## src/runtime_misc_pkg.sv

```systemverilog
package runtime_misc_pkg;

    // bus geometry
    localparam int          ADDR_W          = 8;
    localparam int          DATA_W          = 32;
    localparam int          IDX_W           = 6;

    // register indices; byte address is four times the index
    localparam logic [5:0]  IDX_FORCE_CHG   = 6'h18;
    localparam logic [5:0]  IDX_RATE_SHADOW = 6'h19;
    localparam logic [5:0]  IDX_SER_A_FCR   = 6'h1A;
    localparam logic [5:0]  IDX_GEN_LOW     = 6'h1B;
    localparam logic [5:0]  IDX_GEN_HIGH    = 6'h1C;
    localparam logic [5:0]  IDX_SER_B_FCR   = 6'h1D;
    localparam logic [5:0]  IDX_RSVD_0      = 6'h1E;
    localparam logic [5:0]  IDX_RSVD_1      = 6'h1F;

    // field positions
    localparam int          FORCE_CHG_BIT   = 0;
    localparam int          RATE_LSB        = 0;
    localparam int          WRITE_SELECT_A_LSB     = 2;
    localparam int          PWR_DOWN_BIT    = 6;
    localparam int          SOFT_RST_BIT    = 7;
    localparam logic [7:0]  FCR_LIVE_MASK   = 8'hCF;
    localparam logic [7:0]  FORCE_CHG_MASK  = 8'h01;
    localparam logic [7:0]  RATE_LIVE_MASK  = 8'hDF;

    // reset values
    localparam logic        FORCE_CHG_RST   = 1'b1;
    localparam logic [7:0]  GEN_RST         = 8'hFF;
    localparam logic [7:0]  SHADOW_RST      = 8'h00;

    // AXI responses
    localparam logic [1:0]  RESP_OKAY       = 2'h0;
    localparam logic [1:0]  RESP_SLVERR     = 2'h2;

endpackage : runtime_misc_pkg

```

## src/runtime_misc_register_bank.sv

```systemverilog
// Added by the designer: the AXI4-Lite slave port.
`timescale 1ns/10ps

// Operation
// - The force-change bit resets to 1 and software can set it but never clear it.
// - The force-change bit clears when a head step and drive select 0 occur together.
// - Disk change status is (drive_select0_n high AND force-change) OR disk change input.
// - While force-change is 1 and drive_select0_n is high the disk change input is taken as active.
// - The floppy shadow shows rate, precompensation, power down and soft reset.
// - The first serial shadow holds the last FIFO control write of that port.
// - The second serial shadow holds that port's FIFO control write, same layout.
// - A zero interrupt-generating bit drives its frame low in the serial IRQ stream.
// - The interrupt-generating registers act only while the enable bit is set.
// - The low generator maps bits 7:1 to IRQ7..1 and resets to all ones on both resets.
// - The high generator maps bits 7:0 to IRQ15..8 and resets to all ones on both resets.
// - Reads of the generators return the present bit state.
// - Writing 0 to a generator bit makes it 0 and writing 1 returns it to 1.
// - Only software writes and the two resets change the generator bits.
// - A generated frame overrides every other source for that frame.
// - The two reserved tail offsets are read-only and read as zero.
module runtime_misc_register_bank
    import runtime_misc_pkg::*;
(
    input  wire logic                  aclk,
    input  wire logic                  aresetn,
    input  wire logic                  hard_reset_n,
    input  wire logic [ADDR_W-1:0]     s_axi_awaddr,
    input  wire logic                  s_axi_awvalid,
    output logic                       s_axi_awready,
    input  wire logic [DATA_W-1:0]     s_axi_wdata,
    input  wire logic [DATA_W/8-1:0]   s_axi_wstrb,
    input  wire logic                  s_axi_wvalid,
    output logic                       s_axi_wready,
    output logic [1:0]                 s_axi_bresp,
    output logic                       s_axi_bvalid,
    input  wire logic                  s_axi_bready,
    input  wire logic [ADDR_W-1:0]     s_axi_araddr,
    input  wire logic                  s_axi_arvalid,
    output logic                       s_axi_arready,
    output logic [DATA_W-1:0]          s_axi_rdata,
    output logic [1:0]                 s_axi_rresp,
    output logic                       s_axi_rvalid,
    input  wire logic                  s_axi_rready,
    input  wire logic                  head_step_pulse_n,
    input  wire logic                  drive_select0_n,
    input  wire logic                  disk_change_in_n,
    output logic                       disk_change_status,
    input  wire logic [1:0]            data_rate_select,
    input  wire logic [2:0]            write_select_a,
    input  wire logic                  floppy_power_down,
    input  wire logic                  floppy_soft_reset,
    input  wire logic                  serial_a_fifo_ctl_wr,
    input  wire logic [7:0]            serial_a_fifo_ctl_data,
    input  wire logic                  serial_b_fifo_ctl_wr,
    input  wire logic [7:0]            serial_b_fifo_ctl_data,
    input  wire logic                  irq_generate_enable,
    input  wire logic [15:0]           other_irq_frame_level,
    output logic [15:0]                irq_frame_force_bit,
    output logic [15:0]                serirq_frame_level
);

    typedef struct packed {
        logic              awready;
        logic              wready;
        logic              bvalid;
        logic [1:0]        bresp;
        logic              arready;
        logic              rvalid;
        logic [1:0]        rresp;
        logic [DATA_W-1:0] rdata;
        logic              aw_held;
        logic [ADDR_W-1:0] aw_addr;
        logic              w_held;
        logic [7:0]        w_byte;
        logic              w_lane0;
        logic              force_change;
        logic [7:0]        gen_low;
        logic [7:0]        gen_high;
        logic [7:0]        rate_shadow;
        logic [7:0]        ser_a_shadow;
        logic [7:0]        ser_b_shadow;
        logic              disk_change;
        logic [15:0]       force_frames;
        logic [15:0]       frame_level;
    } state_t;

    localparam state_t RESET_STATE = '{
        awready:      1'b0,
        wready:       1'b0,
        bvalid:       1'b0,
        bresp:        RESP_OKAY,
        arready:      1'b0,
        rvalid:       1'b0,
        rresp:        RESP_OKAY,
        rdata:        '0,
        aw_held:      1'b0,
        aw_addr:      '0,
        w_held:       1'b0,
        w_byte:       8'h00,
        w_lane0:      1'b0,
        force_change: FORCE_CHG_RST,
        gen_low:      GEN_RST,
        gen_high:     GEN_RST,
        rate_shadow:  SHADOW_RST,
        ser_a_shadow: SHADOW_RST,
        ser_b_shadow: SHADOW_RST,
        disk_change:  1'b0,
        force_frames: 16'h0000,
        frame_level:  16'h0000
    };

    state_t st;
    state_t next_st;

    // word index of a byte address; both address channels use it
    function automatic logic [IDX_W-1:0] reg_index(
        input logic [ADDR_W-1:0] addr
    );
        reg_index = addr[ADDR_W-1:2];
    endfunction : reg_index

    function automatic logic mapped(input logic [ADDR_W-1:0] addr);
        logic [IDX_W-1:0] idx;
        idx    = reg_index(addr);
        mapped = (idx >= IDX_FORCE_CHG) && (idx <= IDX_RSVD_1);
    endfunction : mapped

    // byte seen by software at a given index
    function automatic logic [7:0] read_byte(
        input logic [IDX_W-1:0] idx,
        input state_t           s
    );
        read_byte = 8'h00;
        unique case (idx)
            IDX_FORCE_CHG:   read_byte = {7'h00, s.force_change};
            IDX_RATE_SHADOW: read_byte = s.rate_shadow;
            IDX_SER_A_FCR:   read_byte = s.ser_a_shadow;
            IDX_GEN_LOW:     read_byte = s.gen_low;
            IDX_GEN_HIGH:    read_byte = s.gen_high;
            IDX_SER_B_FCR:   read_byte = s.ser_b_shadow;
            IDX_RSVD_0:      read_byte = 8'h00;
            IDX_RSVD_1:      read_byte = 8'h00;
            default:         read_byte = 8'h00;
        endcase
    endfunction : read_byte

    always_comb begin
        logic             do_write;
        logic [IDX_W-1:0] w_idx;
        logic             step_clear;
        logic [15:0]      gen_frames;
        do_write   = 1'b0;
        w_idx      = '0;
        step_clear = 1'b0;
        gen_frames = 16'h0000;
        next_st    = st;

        // write channels are taken independently, in either order
        if (s_axi_awvalid && st.awready) begin
            next_st.aw_held = 1'b1;
            next_st.aw_addr = s_axi_awaddr;
        end
        if (s_axi_wvalid && st.wready) begin
            next_st.w_held  = 1'b1;
            next_st.w_byte  = s_axi_wdata[7:0];
            next_st.w_lane0 = s_axi_wstrb[0];
        end
        if (st.bvalid && s_axi_bready) begin
            next_st.bvalid = 1'b0;
        end

        // commit in the same cycle as the later of the two handshakes
        if (next_st.aw_held && next_st.w_held && !next_st.bvalid) begin
            do_write        = next_st.w_lane0 && mapped(next_st.aw_addr);
            w_idx           = reg_index(next_st.aw_addr);
            next_st.bvalid  = 1'b1;
            next_st.bresp   = mapped(next_st.aw_addr) ? RESP_OKAY
                                                      : RESP_SLVERR;
            next_st.aw_held = 1'b0;
            next_st.w_held  = 1'b0;
        end
        next_st.awready = !next_st.aw_held && !next_st.bvalid;
        next_st.wready  = !next_st.w_held && !next_st.bvalid;

        // read path: one outstanding read, data registered with rvalid
        if (st.rvalid && s_axi_rready) begin
            next_st.rvalid = 1'b0;
        end
        if (s_axi_arvalid && st.arready) begin
            next_st.rvalid = 1'b1;
            next_st.rdata  = {24'h000000,
                              read_byte(reg_index(s_axi_araddr), st)};
            next_st.rresp  = mapped(s_axi_araddr) ? RESP_OKAY : RESP_SLVERR;
        end
        next_st.arready = !next_st.rvalid && !(s_axi_arvalid && st.arready);

        // head step together with drive 0 selected ends a forced change
        step_clear = !head_step_pulse_n && !drive_select0_n;
        if (step_clear) begin
            next_st.force_change = 1'b0;
        end
        // a software set lands after the clear so the set wins
        if (do_write && (w_idx == IDX_FORCE_CHG)
                && next_st.w_byte[FORCE_CHG_BIT]) begin
            next_st.force_change = 1'b1;
        end

        // generators change only through these writes, hard_reset_n and aresetn
        if (do_write && (w_idx == IDX_GEN_LOW)) begin
            next_st.gen_low = next_st.w_byte;
        end
        if (do_write && (w_idx == IDX_GEN_HIGH)) begin
            next_st.gen_high = next_st.w_byte;
        end
        if (!hard_reset_n) begin
            next_st.gen_low  = GEN_RST;
            next_st.gen_high = GEN_RST;
        end

        // shadows: floppy follows live settings, serial ports capture writes
        next_st.rate_shadow = RATE_LIVE_MASK & {
            floppy_soft_reset, floppy_power_down, 1'b0,
            write_select_a, data_rate_select};
        if (serial_a_fifo_ctl_wr) begin
            next_st.ser_a_shadow = serial_a_fifo_ctl_data
                                   & FCR_LIVE_MASK;
        end
        if (serial_b_fifo_ctl_wr) begin
            next_st.ser_b_shadow = serial_b_fifo_ctl_data
                                   & FCR_LIVE_MASK;
        end

        // forced bit holds the status high while drive_select0_n is high, like an active input would
        next_st.disk_change = (drive_select0_n && st.force_change)
                              || disk_change_in_n;

        // IRQ0 has no generator bit; a zero bit asks for its frame low
        gen_frames = ~{st.gen_high, st.gen_low[7:1], 1'b1};
        next_st.force_frames = irq_generate_enable ? gen_frames
                                                   : 16'h0000;
        next_st.frame_level  = other_irq_frame_level
                               & ~next_st.force_frames;
    end

    always_ff @(posedge aclk) begin
        if (!aresetn) begin
            st <= RESET_STATE;
        end else begin
            st <= next_st;
        end
    end

    assign s_axi_awready       = st.awready;
    assign s_axi_wready        = st.wready;
    assign s_axi_bvalid        = st.bvalid;
    assign s_axi_bresp         = st.bresp;
    assign s_axi_arready       = st.arready;
    assign s_axi_rvalid        = st.rvalid;
    assign s_axi_rresp         = st.rresp;
    assign s_axi_rdata         = st.rdata;
    assign disk_change_status  = st.disk_change;
    assign irq_frame_force_bit = st.force_frames;
    assign serirq_frame_level  = st.frame_level;

endmodule : runtime_misc_register_bank

```

## config.mk

```make
export PLATFORM = sky130hd
export DESIGN_NAME = runtime_misc_register_bank
export DESIGN_NICKNAME = d
export VERILOG_FILES = /design/src/runtime_misc_pkg.sv /design/src/runtime_misc_register_bank.sv
export SDC_FILE = /design/constraint.sdc
export NUM_CORES = 1
export LEC_CHECK = 0
export ABC_CLOCK_PERIOD_IN_PS = 3200
export BUFFER_PORTS_ARGS = -buffer_cell sky130_fd_sc_hd__buf_2
export CAP_MARGIN = 25
export CELL_PAD_IN_SITES_DETAIL_PLACEMENT = 1
export CELL_PAD_IN_SITES_GLOBAL_PLACEMENT = 1
export CORE_MARGIN = 4
export CORE_UTILIZATION = 35
export CTS_BUF_LIST = sky130_fd_sc_hd__clkbuf_4 sky130_fd_sc_hd__clkbuf_8
export CTS_CLUSTER_DIAMETER = 100
export DETAILED_ROUTE_END_ITERATION = 16
export PLACE_DENSITY = 0.84
export SYNTH_ARGS = -nofsm -noshare
export SYNTH_HDL_FRONTEND = slang
export SYNTH_SLANG_ARGS = --single-unit
```

## constraint.sdc

```tcl
create_clock -name aclk -period 3.2 [get_ports aclk]
set_clock_uncertainty 0.1 [all_clocks]
set_input_delay 0.64 -clock aclk [delete_from_list [all_inputs] [get_ports aclk]]
set_output_delay 0.64 -clock aclk [all_outputs]
set_load 0.01 [all_outputs]
```

==> metrics.txt <==
worst slew pin tran=approximately 810 ps; vias in the first global route=approximately 3,400; postcts setup bufs=0; worst setup path start=s_axi_awready$_SDFF_PN0_; routed vias=~3,200; Finished Layout Cells=710; setup TNS=0 ps; required time of the critical path=3340 ps; fraction of layout cells with a size suffix above 1=29.3%; period utilization=64.8%; row count=40; P&R area growth vs syn=10.7%; CORE AREA=0.0122 sq mm; Post-synth EDFFs=0; pwr dens=477 mW/mm^2; largest family of logic cells by synthesized area=simple AND/OR/NAND/NOR gates; Via density=4.54; DRT Pass-1 Iters=4; overall power=approximately 0.0023 W; final worst path period need=about 2100 ps; r2r worst-path depth=4; Seq/Total Area, Yosys=~45%; DRC=0; top_reg_cell synth=dfxtp_1; Crit Path Category=reg2reg; mux cell area share after synthesis=11.2%; WP data arrival=2220 ps; Post-Place Setup Slack=791 ps; Root Buffer=clkbuf_8; Max Slew Vio Count=0; #FFs+latches synth=100; worst-skew pair later-pin latency=370 ps; number of nets in the layout=642; first-pass GRT wire length=around 18,000 um; Core Util, Final=40.3%; Reg2Reg Launch Point=s_axi_awready$_SDFF_PN0_; Routed Antenna Nets=0; io pins=179; synthesized cell area=0.00445 sq mm; antenna violations before repair=1; worst-case vdd ir drop=0.270 mV; endpoints failing setup=0; Mean Syn Cell Area=roughly 9.4 sq um; crit-path max FO=8; n_diodes=0; Inst Count DP=694; FMAX=a little under 500 MHz; status=finished clean; Synth Area in Adders=0%; placer congestion estimate=0.789; Hold/Removal Path Class=reg2reg; max-cap check violation count=0; Synth Area in XOR/XNOR=0%; gr usage total=15.5%; largest net degree at the start of global routing=27; Fin. Hold Viols=0; CTS H-tree depth=3; CTS tree=done; chip width=121 um; Worst setup EP type=flop; Die Y-Extent=121 um; Worst-path clk slew=around 100 ps; Final Worst Setup Slack=1130 ps; GRT overflow=0; compound-cell area share of the yosys netlist=9.82%; Leak=2.38 nW; Setup crit start kind=flop; Initial Utilization=approximately 36%; worst r2r dst=st[64]$_SDFFE_PN1P_; DRT Wirelength=11,000 um; relative slew slack=45.6%; Max clock buf depth=2; clock sinks=100; HPWL Detailed=8600 um; wire length per cell=15.5 um; total CTS buffers=9; FF-to-FF setup slack=1130 ps; Port Buffers=116; simple-gate share of the synthesized area=18.3%; RSZ-0062 raised after global routing=no; PostCTS Resize Cnt=0; Setup crit end=st[64]$_SDFFE_PN1P_; Die Area=0.0146 sq mm; Async SR Flop Fraction=0%; Netlist cell types=46; synth warn=0; Cells after Synth=473; initial drt markers=91; hold buffers post-CTS=0
-- flip-flops by register name, summed over array words and instances (netlist names), 8 cells and up --
| register | count |
|---|---|
| s_axi_rdata | 8 |
| irq_frame_force_bit | 15 |
| st | 53 |
| serirq_frame_level | 16 |
-- where the power goes --
part / internal (W) / switching, W / total [W]
logic: 0.000112 / 0.000144 / 0.000256
registers: 0.00129 / 0.0000255 / 0.00132
clock network: 0.000339 / 0.000435 / 0.000774
-- layout by cell type, fill, tap and decap left out, types with 16 or more instances in the layout --
cell	n
nand2_1	31
buf_2	116
mux2i_1	35
a21oi_1	22
inv_1	16
nor2b_1	27
nand3_1	17
nor2_1	32
dfxtp_1	100
conb_1	27
-- cell usage after synthesis (all sizes together) (13+ instances only) --
library cell,n,area [sq um]
nand3,17,85.1
dfxtp,100,2000
clkbuf,21,78.8
a21oi,22,110
nand2,32,123
nor2b,27,169
mux2,13,146
buf,72,554
nor2,32,120
and2,16,103
inv,16,60.1
mux2i,35,350
-- area by class of cell --
type / count / area (sq um)
flip-flops and latches: 100 / 2000
inverters: 16 / 60.1
clock inverters: 4 / 30.0
well taps: 168 / 210
repair buffers: 120 / 611
fillers: 1485 / 7290
multi-input cells: 290 / 1850
clock buffers: 12 / 159
-- critical path: stages, from the launching register on --
cell and delay, ps:
dfxtp_1 460, and2_1 370, nand4b_4 190, a2111o_1 630, mux2i_1 200
-- metrics by stage --
step,hold slack (ps),cell area (sq um)
2_1_floorplan,323,4540
3_3_place_gp,338,4730
5_1_grt,377,4920
4_1_cts,362,4920
3_5_place_dp,346,4730
6_report,366,4920
-- logic make-up (layout without fill, tap and decap cells) --
family | Yosys count | count (layout)
muxes | 48 | 48
other | 1 | 27
DFF | 100 | 100
and+or+nand+nor | 152 | 152
buffers and inverters | 109 | 152
AOI/OAI and AO/OA | 63 | 63
-- layer usage --
metal / vias to the layer above / routed length, um / track usage [%]
li1: 1604 / - / -
met1: 1499 / 4830 / 19.3
met2: 107 / 5260 / 25.8
met3: 13 / 781 / 4.96
met4: 2 / 117 / 3.82
met5: - / 13 / 0
-- worst min-delay path by stage --
stage	start	end	slack [ps]	cells past startpoint
final	s_axi_rdata[5]$_SDFFE_PN0P_	s_axi_rdata[5]$_SDFFE_PN0P_	370	1
after global routing	other_irq_frame_level[0]	serirq_frame_level[0]$_SDFF_PN0_	380	2
after CTS	write_select_a[0]	st[51]$_SDFF_PN0_	360	2
after detailed placement	s_axi_rdata[4]$_SDFFE_PN0P_	s_axi_rdata[4]$_SDFFE_PN0P_	350	1
after global placement	s_axi_rdata[2]$_SDFFE_PN0P_	s_axi_rdata[2]$_SDFFE_PN0P_	340	1
after floorplan	st[66]$_SDFFE_PN1P_	irq_frame_force_bit[1]$_SDFF_PN0_	320	1
Power figures use the tool's default switching activity.
